### config.mk
export PLATFORM = sky130hd
export DESIGN_NAME = uft_top
export DESIGN_NICKNAME = d
export VERILOG_FILES = /design/src/verilog/uft_pkg.sv /design/src/verilog/uft_baud_gen.sv /design/src/verilog/uft_top.sv
export VERILOG_INCLUDE_DIRS = /design/src /design/src/verilog
export SDC_FILE = /design/constraint.sdc
export NUM_CORES = 1
export LEC_CHECK = 0
export BUFFER_PORTS_ARGS = -buffer_cell sky130_fd_sc_hd__buf_2
export CORE_MARGIN = 2
export CORE_UTILIZATION = 45
export CTS_CLUSTER_SIZE = 24
export DETAILED_ROUTE_END_ITERATION = 10
export PLACE_DENSITY = 0.74
export SYNTH_ARGS = -nofsm -noshare
export SYNTH_HDL_FRONTEND = slang
export SYNTH_HIERARCHICAL = 1
export SYNTH_SLANG_ARGS = --single-unit
### constraint.sdc
create_clock -name SYS_CLK_I -period 8.6 [get_ports SYS_CLK_I]
set_input_delay 2.15 -clock SYS_CLK_I [delete_from_list [all_inputs] [get_ports SYS_CLK_I]]
set_output_delay 2.15 -clock SYS_CLK_I [all_outputs]
set_load 0.01 [all_outputs]
### src/verilog/uft_cfg.svh
// Offsets-free constants: reset values, frame counts and field widths
`ifndef UFT_CFG_SVH
`define UFT_CFG_SVH

`define UFT_DIV_W        16
`define UFT_FRAC_W       3
`define UFT_CNT_W        3
`define UFT_DIV_RST      16'h0000
`define UFT_FRAC_RST     3'h0
`define UFT_BITS_SHORT   4'h8
`define UFT_BITS_LONG    4'h9
`define UFT_TX_RX_STOP_COUNT_SELECT     2'h2
`define UFT_MSB_SHORT    4'h7
`define UFT_MSB_LONG     4'h8
`define UFT_FILL_EMPTY   3'h0

`endif

### src/verilog/uft_pkg.sv
// Types shared by the serial port frame and transmitter logic
package uft_pkg;

  typedef enum logic [1:0] {
    UFT_PAR_EVEN  = 2'b00,
    UFT_PAR_ODD   = 2'b01,
    UFT_PAR_MARK  = 2'b10,
    UFT_PAR_SPACE = 2'b11
  } uft_par_t;

  typedef enum logic [1:0] {
    UFT_ST_IDLE  = 2'b00,
    UFT_ST_START = 2'b01,
    UFT_ST_DATA  = 2'b10,
    UFT_ST_STOP  = 2'b11
  } uft_st_t;

  typedef struct packed {
    logic     transmit_enable;
    logic     receive_enable;
    logic     break_send;
    logic     word_length_select;
    logic     parity_enable;
    uft_par_t parity_type_field;
    logic     rx_stop_count_select;
    logic     ninth_transmit_bit;
    logic     addr_detect_enable;
  } uft_ctrl_t;

  typedef struct packed {
    logic       transmit_room_flag;
    logic       transmit_idle_flag;
    logic       receive_idle_flag;
    logic       receive_available_flag;
    logic       overrun_flag;
    logic       framing_error_flag;
    logic       parity_error_flag;
    logic       noise_flag;
    logic [2:0] receive_fill_count;
  } uft_stat_t;

  typedef struct packed {
    logic [15:0] cnt;
    logic [2:0]  acc;
    logic        ext;
  } uft_baud_t;

endpackage

### src/verilog/uft_baud_gen.sv
// Bit-time generator with fractional stretch accumulator
`timescale 1ns/10ps
`include "uft_cfg.svh"
module uft_baud_gen #(
  parameter int DIV_W = `UFT_DIV_W
) (
  input  wire logic             SYS_CLK_I,
  input  wire logic             SYS_RST_I,
  input  wire logic             run_i,
  input  wire logic [DIV_W-1:0] div_i,
  input  wire logic [2:0]       frac_i,
  output logic                  tick_o
);
  import uft_pkg::*;

  if (DIV_W != 16) begin : g_chk
    $error("uft_baud_gen serves only a 16-bit divider");
  end

  uft_baud_t q;
  uft_baud_t d;
  logic [3:0]  sum;
  logic [15:0] limit;

  // A zero divider would never tick, so it is treated as one cycle
  always_comb begin
    limit = (div_i == 16'h0000) ? 16'h0000 : div_i - 16'h0001;
    limit = limit + {15'h0000, q.ext};
    tick_o = run_i && (q.cnt == limit);
    sum = {1'b0, q.acc} + {1'b0, frac_i};
    d = q;
    if (!run_i) begin
      d.cnt = 16'h0000;
      d.acc = frac_i;
      d.ext = 1'b0;
    end else if (tick_o) begin
      d.cnt = 16'h0000;
      d.acc = sum[2:0];
      d.ext = sum[3];
    end else begin
      d.cnt = q.cnt + 16'h0001;
    end
  end

  always_ff @(posedge SYS_CLK_I or posedge SYS_RST_I) begin
    if (SYS_RST_I) begin
      q <= '0;
    end else begin
      q <= d;
    end
  end
endmodule

### src/verilog/uft_top.sv
// Serial port frame formatter and transmit path with holding register
`timescale 1ns/10ps
`include "uft_cfg.svh"
module uft_top #(
  parameter int DIV_W = `UFT_DIV_W
) (
  input  wire logic               SYS_CLK_I,
  input  wire logic               SYS_RST_I,
  input  wire logic               PORT_ON_I,
  input  wire logic               CTRL_WR_I,
  input  wire uft_pkg::uft_ctrl_t CTRL_I,
  input  wire logic               BAUD_WR_I,
  input  wire logic [DIV_W-1:0]   BAUD_DIV_I,
  input  wire logic [2:0]         FRACTION_ADJUST_I,
  input  wire logic               STATUS_RD_I,
  input  wire logic               DATA_WR_I,
  input  wire logic [7:0]         DATA_I,
  output uft_pkg::uft_ctrl_t      CTRL_O,
  output uft_pkg::uft_stat_t      STATUS_O,
  output logic                    TX_O,
  output logic                    TX_OE_O,
  output logic                    RX_SEL_O
);
  import uft_pkg::*;

  if (DIV_W != 16) begin : g_chk
    $error("uft_top serves only a 16-bit divider");
  end

  typedef struct packed {
    uft_ctrl_t        ctrl;
    logic [DIV_W-1:0] div;
    logic [2:0]       frac;
    logic [7:0]       hold;
    logic             hold_valid;
    logic             armed;
    logic             tx_idle;
    uft_st_t          st;
    logic [8:0]       shift;
    logic [3:0]       bit_cnt;
    logic             tx;
  } uft_state_t;

  uft_state_t q;
  uft_state_t d;
  logic       tick;
  logic       tx_go;
  logic       write_ok;
  logic       load;
  logic [7:0] load_data;
  logic [3:0] nbits;

  // Build the data field; MSB position may carry parity or address
  function automatic logic [8:0] uft_frame(input logic [7:0] data,
                                           input uft_ctrl_t  c);
    logic [8:0] f;
    logic       p;
    f = {c.ninth_transmit_bit, data};
    p = c.word_length_select ? ^data : ^data[6:0];
    case (c.parity_type_field)
      UFT_PAR_EVEN:  p = p;
      UFT_PAR_ODD:   p = ~p;
      UFT_PAR_MARK:  p = 1'b1;
      UFT_PAR_SPACE: p = 1'b0;
      default:       p = 1'b0;
    endcase
    // Address mode leaves the MSB as software wrote it
    if (c.parity_enable && !c.addr_detect_enable) begin
      if (c.word_length_select) begin
        f[8] = p;
      end else begin
        f[7] = p;
      end
    end
    return f;
  endfunction

  uft_baud_gen #(
    .DIV_W (DIV_W)
  ) u_baud (
    .SYS_CLK_I (SYS_CLK_I),
    .SYS_RST_I (SYS_RST_I),
    .run_i     (q.st != UFT_ST_IDLE),
    .div_i     (q.div),
    .frac_i    (q.frac),
    .tick_o    (tick)
  );

  always_comb begin
    d = q;
    load = 1'b0;
    load_data = q.hold;
    nbits = q.ctrl.word_length_select ? `UFT_BITS_LONG : `UFT_BITS_SHORT;
    tx_go = PORT_ON_I && q.ctrl.transmit_enable;
    // Blocked unless the port is on, room is there and status was read first
    write_ok = DATA_WR_I && PORT_ON_I && !q.hold_valid
               && q.armed;
    if (CTRL_WR_I) begin
      d.ctrl = CTRL_I;
    end
    if (BAUD_WR_I) begin
      d.div = BAUD_DIV_I;
      d.frac = FRACTION_ADJUST_I;
    end
    if (STATUS_RD_I) begin
      d.armed = 1'b1;
    end else if (DATA_WR_I) begin
      d.armed = 1'b0;
    end
    if (write_ok) begin
      d.hold = DATA_I;
      d.hold_valid = 1'b1;
      d.tx_idle = 1'b0;
    end
    case (q.st)
      UFT_ST_IDLE: begin
        if (tx_go && write_ok) begin
          load = 1'b1;
          load_data = DATA_I;
          d.hold_valid = 1'b0;
        end else if (tx_go && q.hold_valid) begin
          load = 1'b1;
        end
      end
      UFT_ST_START: begin
        if (tick) begin
          d.st = UFT_ST_DATA;
          d.bit_cnt = 4'h0;
        end
      end
      UFT_ST_DATA: begin
        if (tick) begin
          d.shift = {1'b1, q.shift[8:1]};
          if (q.bit_cnt == nbits - 4'h1) begin
            d.st = UFT_ST_STOP;
            d.bit_cnt = 4'h0;
          end else begin
            d.bit_cnt = q.bit_cnt + 4'h1;
          end
        end
      end
      UFT_ST_STOP: begin
        if (tick) begin
          if (q.bit_cnt == {2'h0, `UFT_TX_RX_STOP_COUNT_SELECT} - 4'h1) begin
            d.st = UFT_ST_IDLE;
            // Set wins over a clearing write in the same cycle
            d.tx_idle = 1'b1;
            if (tx_go && q.hold_valid) begin
              load = 1'b1;
            end
          end else begin
            d.bit_cnt = q.bit_cnt + 4'h1;
          end
        end
      end
      default: begin
        d.st = UFT_ST_IDLE;
      end
    endcase
    if (load) begin
      if (load_data == q.hold) begin
        d.hold_valid = write_ok && q.st != UFT_ST_IDLE;
      end
      if (q.st != UFT_ST_IDLE || !write_ok) begin
        d.hold_valid = write_ok;
      end
      d.st = UFT_ST_START;
      d.shift = uft_frame(load_data, q.ctrl);
      d.bit_cnt = 4'h0;
    end
    if (!d.ctrl.transmit_enable) begin
      d.st = UFT_ST_IDLE;
      d.tx_idle = 1'b1;
    end
    if (!PORT_ON_I) begin
      // Format, baud and the other control bits are left as they are
      d.ctrl.transmit_enable = 1'b0;
      d.ctrl.receive_enable = 1'b0;
      d.ctrl.break_send = 1'b0;
      d.hold_valid = 1'b0;
      d.armed = 1'b0;
      d.tx_idle = 1'b1;
      d.st = UFT_ST_IDLE;
    end
    case (d.st)
      UFT_ST_START: d.tx = 1'b0;
      UFT_ST_DATA:  d.tx = d.shift[0];
      default:      d.tx = 1'b1;
    endcase
  end

  // Control zero at reset gives 8 data bits, no parity; stop bits are always two
  always_ff @(posedge SYS_CLK_I or posedge SYS_RST_I) begin
    if (SYS_RST_I) begin
      q.ctrl <= '0;
      q.div <= `UFT_DIV_RST;
      q.frac <= `UFT_FRAC_RST;
      q.hold <= 8'h00;
      q.hold_valid <= 1'b0;
      q.armed <= 1'b0;
      q.tx_idle <= 1'b1;
      q.st <= UFT_ST_IDLE;
      q.shift <= 9'h1FF;
      q.bit_cnt <= 4'h0;
      q.tx <= 1'b1;
    end else begin
      q <= d;
    end
  end

  // Receiver lives elsewhere; its flags sit at their disabled values
  always_comb begin
    STATUS_O = '0;
    STATUS_O.transmit_room_flag = !q.hold_valid;
    STATUS_O.transmit_idle_flag = q.tx_idle;
    STATUS_O.receive_idle_flag = 1'b1;
    STATUS_O.receive_fill_count = `UFT_FILL_EMPTY;
  end

  assign CTRL_O = q.ctrl;
  assign TX_O = q.tx;
  assign TX_OE_O = q.ctrl.transmit_enable;
  assign RX_SEL_O = q.ctrl.receive_enable;
endmodule
## Yosys cells after proc, flatten, opt, wreduce, memory -nomap -nowiden

Index checks and enable logic that the tools add are counted.

- Register bits after elaboration: 76
- Bits of input ports: 44

- $add $sub $neg: 6
- Equal/unequal tests: 19
- Multiplexer cells: 45
- Bitwise logic cells: 1
- Reductions and logical operators: 24

Operators with widths:

| operator | number |
|---|---|
| 16-bit 2-to-1 mux | 2 |
| 15-bit 2-to-1 mux | 2 |
| 20-bit 2-to-1 mux | 1 |
| 4-bit 2-to-1 mux | 5 |
| 1-bit 2-to-1 mux | 18 |
| 16-bit by 1-bit adder with 16-bit output | 1 |
| 16-bit by 1-bit adder with 16-bit output (second input constant) | 1 |
| 16-bit == test | 1 |
| 16-bit logical NOT | 1 |
| 8-bit 2-to-1 mux | 2 |
| 16-bit by 1-bit subtractor with 16-bit output (second input constant) | 1 |
| 3-bit 2-to-1 mux | 4 |
| 3-bit inequality test (second input constant) | 4 |
| 4-bit case mux with 3 select lines | 1 |
| 2-bit == test (second input constant) | 5 |
| 10-bit 2-to-1 mux | 1 |
| 1-bit logical AND | 9 |
| 9-bit 2-to-1 mux | 1 |
| 8-bit == test | 1 |
| 8-bit parity | 1 |
| 7-bit parity | 1 |
| 2-bit by 1-bit == test with 1-bit output (second input constant) | 3 |
| 2-bit 2-to-1 mux | 3 |
| 2-bit case mux with 3 select lines | 1 |
| 19 further kinds | 25 |

## Logic depth before layout (Yosys ltp)

Gate-level depths: netlist of the first run.

- Depth after elaboration: 17
- Gate-level depth with buffers: 22
- Mapped depth without buffers: 21

## By module

The synthesis of the first run kept the hierarchy.

Modules (own cells, without submodules):

| module | instances | cells each | area each (um^2) | seq. area each (um^2) |
|---|---|---|---|---|
| uft_top | 1 | 258 | 2961.6 | 1415.1 |
| uft_baud_gen | 1 | 284 | 2263.4 | 500.5 |

## Least setup slack after synthesis of the first run

Ideal clock, no wire load.

- Path kind: reg2reg
- Start point: reg, netlist name q[30]
- End point: reg, netlist name q[10]
- Library setup time: 73 ps
- Data arrival time: 5429 ps
- Required time: 8527 ps
- Path slack: 3097 ps
- Cell stages (with the launch flop): 22
- Path buffers: 2
- Period minus slack after synthesis: 5503 ps
- Cell sequence: dfrtp_1 -> inv_1 -> ha_1 -> nor4b_1 -> and4_1 -> buf_2 -> nor2_1 -> ha_1 -> ha_1 -> xor2_1 -> nor2_1 -> nor4bb_1 -> a211oi_1 -> nor4_1 -> o2111ai_1 -> or4_4 -> nor4_1 -> a21oi_1 -> a2111oi_4 -> clkbuf_1 -> a211oi_1 -> a21oi_1

==> results of run 1 <==
through the flow:
stage          utilization (%)  cells  worst slack (ns)
6_report                 51.06    732             2.428
5_1_grt                  51.06    732             1.921
4_1_cts                  51.06    732             2.560
3_5_place_dp             48.49    716             2.612
3_3_place_gp             48.49    716             2.843
2_1_floorplan                -    549             3.097
cell type report:
cell class | instances | area share (%)
inverters | 25 | 1.616
repair buffers | 61 | 5.388
well taps | 143 | 3.082
clock buffers | 10 | 4.116
clock inverters | 6 | 0.9267
flip-flops and latches | 76 | 33.00
multi-input cells | 411 | 51.88
metal layers:
layer  GRT usage (%)  vias to the layer above
met3           4.464                       33
met2           32.48                      117
met4           9.136                        0
li1                -                     2040
met5               0                        -
met1           23.25                     2003
report_power, final:
part	internal (mW)	leakage [nW]	switching, mW
Sequential	0.415	0.931	0.0461
Combinational	0.107	1.40	0.114
Clock	0.209	0.142	0.168
cells in the final DEF (no fill, tap or decap), types with 5 or more instances in the layout:
cell type,n
nor2_1,55
xor2_1,24
nand4_1,15
nand2_1,20
dfrtp_1,65
nor3_1,11
nor3b_1,5
inv_1,24
and3_1,15
or3_1,8
mux2_2,34
dfstp_2,11
xnor2_1,25
a31oi_1,8
buf_2,58
nor4_1,9
mux2i_1,17
ha_1,15
a211oi_1,14
conb_1,9
and4_1,5
o21ai_0,16
nand3_1,13
clkbuf_16,9
a21oi_1,22
critical path, cell delays in order (launching register included):
cell and delay (ns):
dfrtp_1 0.45, inv_1 0.13, ha_1 0.17, nor4b_1 0.72
and4_1 0.57, nor2_1 0.08, ha_1 0.21, ha_1 0.24
xor2_1 0.18, nor2_1 0.11, nor4bb_1 0.29, a211oi_1 0.09
nor4_1 0.32, o2111ai_1 0.22, or4_4 0.63, nor4_2 0.22
buf_4 0.22, a21oi_1 0.11, a2111oi_4 0.31, buf_4 0.33
o21ai_0 0.20, nor3_1 0.21, nor3_1 0.08
kinds of logic after synthesis:
group	count (synthesis)	share of synthesized area (%)
adders and majority gates	16	3.975
xor gates and xnor gates	51	9.076
AOI/OAI and AO/OA	98	13.48
and+or+nand+nor	186	19.76
DFF	76	36.66
muxes	51	10.58
other	2	0.1437
buffers and inverters	62	6.322
state kept, by name, summed over array words and instances, names as in the netlist:
name / flops
u_baud/q: 20
q: 44
TX_O: 1
RX_SEL_O: 1
TX_OE_O: 1
STATUS_O: 1
CTRL_O: 8
how the worst max path moves through the flow:
| stage | depth (start not counted) | endpoint | from |
|---|---|---|---|
| 6_report | 22 | q[12] | q[30] |
| 2_1_floorplan | 21 | q[10] | q[30] |
| 4_1_cts | 22 | q[12] | q[30] |
| 3_5_place_dp | 22 | q[12] | q[30] |
| 3_3_place_gp | 22 | q[12] | q[30] |
| 5_1_grt | 22 | q[12] | q[30] |
==> results.cfg, run 1 <==
[clock_tree]
clk_pin_slew_ns = 0.07
postCtsHoldBufs = 0
cts_tree = built
clock_latency_ns = 0.34
clock-root-buffer = clkbuf_16
cts-resized-gates = 0
ctsHtreeMaxLevel = 3
cts_max_path_buffers = 2
post_cts_buffers = 0
cts-buffers-inserted = 9
clock-sinks = 76

[power_and_ir_drop]
p_per_area_nw_per_um2 = 182.5
p_leak_nw = 2.469
power_mw = 1.059
irDropWorstVdd_v = 0.0001435

[logic_synthesis]
synth_cells = 542
synth_top_cell_area_share_pct = 31.13
synth_top_cells_by_count = 65 x dfrtp_1, 55 x nor2_1, 34 x mux2_2
synth_area_leaders = dfrtp_1 31%, mux2_2 7.3%, dfstp_2 5.5%, xnor2_1 4.2%, xor2_1 4.0%
synth_edf_count = 0
ys_types = 69
synth-seq-area-share_pct = 36.66
synth_ff_type = dfrtp_1
syn_area_um2 = 5225
yosys_warnings = 6
yosys.area.top_type = dfrtp_1
yosysMostFrequentCell = dfrtp_1
syn_avg_cell_area_um2 = 9.640
synth_seq_cells = 76
async_reset_ff_share_pct = 100.0

[detailed_routing]
top_layer = met4
detail-route-antenna-nets = 0
via_per_inst = 5.728
wl_met3_um = 455
routed_wl_um = 11630
wire_per_inst_um = 15.88
vias = 4193
drtIter0Drc = 264
drcViolationCount = 0
wl_met2_um = 5844
dr.pass1.iters = 5
wl_met1_um = 4910

[critical_path]
r2r-start = q[30]
rr_worst_depth = 22
worst-path-max-fanout = 28
cp.required_ns = 8.87
worst_setup_path_start_kind = flip-flop
arrival_ns = 6.44
end_kind = flip-flop
rrSetupSlack_ns = 2.43
critical_path_class = flip-flop to flip-flop
r2r_end = q[12]

[grt]
grt_pass1_wl_um = 19400
grt_pass1_vias = 4071
track_usage_pct = 19.24
grt_antenna_before_repair = 0
grt_max_degree = 57
grt-ovfl-total = 0

[floorplan]
die_h_um = 111.8
core_um2 = 11370
die_x_um = 111.8
start_util_pct = 45.96
die-area_um2 = 12490
io_pins = 68
rows = 39

[worst_hold_path]
hold_depth = 2
hp-class = flip-flop to flip-flop
min-delay-start = STATUS_O[9]
min_to = STATUS_O[9]

[sta]
fin_skew_ns = 0.01025
hold_violations = 0
min_period_ns = 6.172
tns_ns = 0
timing.hold.ws_ns = 0.4912
rsz0062_at_grt = no
timing.final.crit_share_pct = 71.77
tightest_slew_ns = 1.012
final_max_slew_viol_count = 0
fmax_mhz = 162.0
setup_violations = 0
relSlewSlack_pct = 31.89

[layout]
seq_area_um2 = 1916
final_cell_area_um2 = 5806
drive_gt1_share_pct = 23.60
areaGrowthSynthToFinish_pct = 11.11
fillCellCount = 1015
num_antenna_cells = 0
final_nets = 644
multi_input_area_um2 = 3012

[flow_run]
maxCapViolCount = 0

[placed_design]
gp_congestion = 0.9168
dp_hpwl_um = 8691
placedInstanceArea_um2 = 5513
io_buffers = 58

[outcome]
status = finished, final reports clean
Power figures use the tool's default switching activity.
==> run 2, diff against run 1 <==
Clock period 8.6 ns to 6.3 ns, I/O delays scaled along.
==> run 2 against run 1 <==
Utilization rose by 0.53 points. Register-to-register slack got worse by 1.8 ns. Wire length up 2.3%. Sequential power up 37%. Count of clock-buffer cells in the layout shrank 1. Combinational power is 38% higher. Die area did not move. First-iteration DRC count is 16% lower. Largest power group unchanged. Maximum frequency is 8.4% higher. Total power rose by 43%. Sequential cell count unchanged.
==> results.cfg, run 2 (synthesis gave the netlist of run 1 again) <==
[floorplan]
io_pins = 68
start_util_pct = 45.96
rows = 39
die_x_um = 111.8
core_um2 = 11370
die-area_um2 = 12490
die_h_um = 111.8

[clock_tree]
clock_latency_ns = 0.35
ctsHtreeMaxLevel = 3
postCtsHoldBufs = 0
cts_max_path_buffers = 2
clk_pin_slew_ns = 0.06
clock-sinks = 76
cts_tree = built
post_cts_buffers = 0
clock-root-buffer = clkbuf_16
cts-buffers-inserted = 9
cts-resized-gates = 0

[worst_hold_path]
hp-class = flip-flop to flip-flop

[sta]
fmax_mhz = 175.6
fin_skew_ns = 0.009076
min_period_ns = 5.695
timing.final.crit_share_pct = 90.39
final_max_slew_viol_count = 0
hold_violations = 0
tns_ns = 0
timing.hold.ws_ns = 0.4933
rsz0062_at_grt = no
setup_violations = 0
relSlewSlack_pct = 36.62
tightest_slew_ns = 0.9420

[placed_design]
placedInstanceArea_um2 = 5535
dp_hpwl_um = 8789
gp_congestion = 0.9200
io_buffers = 58

[critical_path]
end_kind = flip-flop
cp.required_ns = 6.56
worst-path-max-fanout = 22
critical_path_class = flip-flop to flip-flop
worst_setup_path_start_kind = flip-flop
arrival_ns = 5.96

[power_and_ir_drop]
p_int_mw = 1.067
p_comb_share_pct = 20.2
p_per_area_nw_per_um2 = 258.6
irDropWorstVdd_v = 0.0001964
p_leak_nw = 2.503
swShare_pct = 29.65
seqPwrFrac_pct = 41.6
switchingPower_mw = 0.4497
power_mw = 1.517
power_frac_clock_pct = 38.3

[detailed_routing]
via_per_inst = 5.706
drtIter0Drc = 222
detail-route-antenna-nets = 0
drcViolationCount = 0
routed_wl_um = 11890
vias = 4194
wire_per_inst_um = 16.18
dr.pass1.iters = 4

[layout]
drive_gt1_share_pct = 23.99
largest_register = q
final_util_pct = 51.59
final_nets = 647
layout_commonest_cell = dfrtp_1
largest_register_ff_count = 44
final_cell_area_um2 = 5866
areaGrowthSynthToFinish_pct = 12.26
num_antenna_cells = 0
final_cell_mix = 65 x dfrtp_1, 58 x buf_2, 55 x nor2_1

[outcome]
status = finished, final reports clean

[grt]
grt_antenna_before_repair = 0
grt-ovfl-total = 0
track_usage_pct = 19.47
grt_pass1_vias = 4214
grt_pass1_wl_um = 19800
grt_max_degree = 57

[flow_run]
maxCapViolCount = 0
run 2: worst paths after layout:
| path | from | endpoint | slack, ns | cells after the start |
|---|---|---|---|---|
| worst max register to register | q[30] | TX_O | 0.61 | 22 |
| worst max-delay path | q[30] | TX_O | 0.61 | 22 |
| max in group asynchronous | SYS_RST_I | q[38] | 4.40 | 3 |
| min in group asynchronous | SYS_RST_I | u_baud/q[14] | 1.37 | 2 |
| worst min-delay path | STATUS_O[9] | STATUS_O[9] | 0.49 | 2 |
| worst min register to register | STATUS_O[9] | STATUS_O[9] | 0.49 | 2 |
run 2: cell type report:
cell class / instances / area, µm²
clock buffers: 9 / 225.2
clock inverters: 7 / 105.1
well taps: 143 / 178.9
repair buffers: 64 / 335.3
fillers: 1028 / 5504
inverters: 25 / 93.84
multi-input cells: 411 / 3012
flip-flops and latches: 76 / 1916
run 2: through the flow:
step	cells	setup WS [ns]
5_1_grt	735	0.04012
4_1_cts	735	0.6589
6_report	735	0.6053
2_1_floorplan	549	0.7975
3_3_place_gp	719	0.8845
3_5_place_dp	719	0.6849
run 2: power by group through the flow:
stage               clock network (mW)  registers [mW]  logic, mW
floorplan                            0           0.615      0.252
global placement                     0           0.635      0.290
detailed placement                   0           0.639      0.303
CTS                              0.590           0.630      0.306
global route                     0.610           0.641      0.336
finish                           0.581           0.630      0.306
run 2: worst max-delay path, stage by stage, from the launching register on:
cell,delay (ns)
dfrtp_1,0.46
inv_1,0.12
ha_1,0.15
nor4b_1,0.23
buf_4,0.20
and4_1,0.44
nor2_1,0.08
ha_1,0.20
ha_1,0.24
xor2_1,0.18
nor2_1,0.10
nor4bb_1,0.28
a211oi_1,0.08
nor4_1,0.30
o2111ai_1,0.22
or4_4,0.63
nor4_2,0.23
buf_4,0.23
a21oi_1,0.12
a2111oi_4,0.51
buf_4,0.34
a211oi_1,0.09
a22oi_1,0.18
run 2: routing by layer:
| layer | share of wire, % | up-vias | wire length [µm] | GRT usage, % |
|---|---|---|---|---|
| met5 | 0 | - | 0 | 0 |
| met4 | 2.1 | 0 | 255 | 6.996 |
| met3 | 3.9 | 26 | 460 | 3.919 |
| met2 | 52 | 111 | 6185 | 35.72 |
| li1 | - | 2036 | - | - |
| met1 | 42 | 2021 | 4992 | 22.42 |
==> run 3, diff against run 2 <==
Settings changed: SKIP_CTS_REPAIR_TIMING set to 1, SYNTH_HIERARCHICAL 1 to unset.
==> run 3 against run 2 <==
Setup slack gained 0.43 ns. Global-route usage shrank 0.62 points. Combinational power grew 3%. Synthesized cell count shrank 0.92%. Synthesized area shrank 0.22%. Sequential power grew 3%. Utilization shrank 0.95 points. Critical path depth shrank 7. Sequential share of layout area grew 0.61 points. Maximum frequency grew 8.2%. Count of clock-buffer cells in the layout grew 2. Largest power group unchanged.
==> results.cfg, run 3 <==
[critical_path]
worst-path-max-fanout = 15
critPathLaunch = q[34]
cp.required_ns = 6.55
crit_chain = or4_1 -> nor4_2 -> nor2_1 -> ha_1 -> nor2b_1 -> o211ai_1 -> a21oi_1 -> nand4_2 -> xnor2_1 -> or4_1 -> nand2_1 -> nand3_2 -> nor2_1 -> o21ba_1 -> mux2i_1
rrSetupSlack_ns = 1.04
arrival_ns = 5.52
rr_worst_depth = 15
crit_slowest_cell = or4_1
r2r-start = q[34]
worst_setup_path_start_kind = flip-flop
critical_path_class = flip-flop to flip-flop
r2r_end = q[5]
max_stage_delay_ns = 0.73
end_kind = flip-flop

[logic_synthesis]
ys_types = 75
syn_area_um2 = 5214
synth_top_cell_area_share_pct = 31.20
async_reset_ff_share_pct = 100.0
synth_seq_cells = 76
syn_avg_cell_area_um2 = 9.709
synth_ff_type = dfrtp_1
yosysMostFrequentCell = dfrtp_1
synth_top_cells_by_count = 65 x dfrtp_1, 35 x nor2_1, 33 x xnor2_1
synth_edf_count = 0
synth_area_leaders = dfrtp_1 31%, mux2_2 6.7%, mux2i_1 6.1%, dfstp_2 5.5%, xnor2_1 5.5%
synth_cells = 537
yosys_warnings = 0
yosys.area.top_type = dfrtp_1
synth-seq-area-share_pct = 36.74

[detailed_routing]
via_per_inst = 5.764
dr.pass1.iters = 5
drcViolationCount = 0
vias = 4127
detail-route-antenna-nets = 0
drtIter0Drc = 303
wire_per_inst_um = 15.76
routed_wl_um = 11280

[outcome]
status = finished, final reports clean

[floorplan]
die_h_um = 111.6
rows = 39
start_util_pct = 45.86
core_um2 = 11370
io_pins = 68
die_x_um = 111.6
die-area_um2 = 12460

[sta]
timing.final.crit_share_pct = 83.53
tightest_slew_ns = 1.027
hold_violations = 0
setup_violations = 0
final_max_slew_viol_count = 0
tns_ns = 0
relSlewSlack_pct = 31.53
min_period_ns = 5.262
rsz0062_at_grt = no
postLayoutSetupSlackWorst_ns = 1.038
fin_skew_ns = 0.006921
fmax_mhz = 190.0

[grt]
grt_max_degree = 50
track_usage_pct = 18.85
grt-ovfl-total = 0
grt_antenna_before_repair = 0
grt_pass1_vias = 4181
grt_pass1_wl_um = 19540

[layout]
drive_gt1_share_pct = 23.04
largest_register = q
final_cell_mix = 65 x dfrtp_1, 58 x buf_2, 35 x nor2_1
multi_input_area_um2 = 2989
fillCellCount = 1036
areaGrowthSynthToFinish_pct = 10.44
largest_register_ff_count = 44
num_antenna_cells = 0
layout_commonest_cell = dfrtp_1
seq_area_um2 = 1916
final_nets = 627

[clock_tree]
clock_latency_ns = 0.33
clk_pin_slew_ns = 0.06
ctsHtreeMaxLevel = 3
clock-sinks = 76
cts_max_path_buffers = 2
clock-root-buffer = clkbuf_16
cts_tree = built
cts-buffers-inserted = 9

[placed_design]
post-place-ws_ns = 1.058
gp_congestion = 0.9203
io_buffers = 58
dp_hpwl_um = 8284

[flow_run]
maxCapViolCount = 0

[power_and_ir_drop]
irDropWorstVdd_v = 0.0001664
p_leak_nw = 2.412
p_per_area_nw_per_um2 = 258.2

[worst_hold_path]
hp-class = flip-flop to flip-flop
hold_depth = 1
min_to = q[21]
min-delay-start = q[21]
run 3: cell types whose count changed after synthesis, sizes merged, moves of 8 or more:
cell,delta
clkbuf,+10
and3,-8
xnor2,+8
a211oi,-11
mux2i,+15
nor2,-19
nand4,-8
run 3: area by class of cell:
cell class / count / share of cell area, %
Clock buffer: 11 / 4.216
Clock inverter: 5 / 1.021
Inverter: 18 / 1.173
Multi-Input combinational cell: 403 / 51.91
Sequential cell: 76 / 33.27
Tap cell: 143 / 3.107
Timing Repair Buffer: 60 / 5.302
run 3: worst max path at each step:
stage | end | slack, ns
floorplan | TX_O | 2.14
global placement | q[6] | 1.35
detailed placement | q[12] | 1.06
CTS | q[5] | 1.05
global route | q[11] | 0.57
finish | q[5] | 1.04
run 3: power breakdown:
group          switching [mW]  internal, mW
Clock                   0.207         0.318
Sequential             0.0730         0.574
Combinational           0.158         0.156
Total                   0.438          1.05
run 3: worst max-delay path: cells and delay by family, from the launching register on:
kind | cells | cell delay (ns)
flip-flops | 1 | 0.56
XOR/XNOR | 1 | 0.10
AO/OA/AOI/OAI | 3 | 0.89
AND/OR/NAND/NOR | 9 | 3.09
adder cells (fa/ha/maj) | 1 | 0.25
multiplexers | 1 | 0.28
run 3: logic make-up after synthesis:
family	share of synthesized area [%]
multiplexers	12.84
other	0.1440
flip-flops	36.74
buffers and inverters	6.431
AND/OR/NAND/NOR	18.91
adder cells (fa/ha/maj)	3.744
AO/OA/AOI/OAI	12.19
XOR/XNOR	8.999
run 3: per-layer routing:
layer	share of wire [%]	track usage, %	vias to the layer above
li1	-	-	1986
met1	44	24.78	2020
met2	50	31.47	104
met3	4.4	3.593	17
met4	1.5	6.173	0
met5	0	0	-
run 3: through the flow:
step / cell area [µm²] / hold slack [ns] / power (mW) / instances / util, %
after floorplan: 5240 / 0.4754 / 0.8975 / 544 / -
after global placement: 5456 / 0.4838 / 0.9512 / 700 / 47.99
after detailed placement: 5456 / 0.4914 / 0.9696 / 700 / 47.99
after CTS: 5758 / 0.5054 / 1.497 / 716 / 50.64
after global routing: 5758 / 0.5276 / 1.567 / 716 / 50.64
final: 5758 / 0.5021 / 1.487 / 716 / 50.64
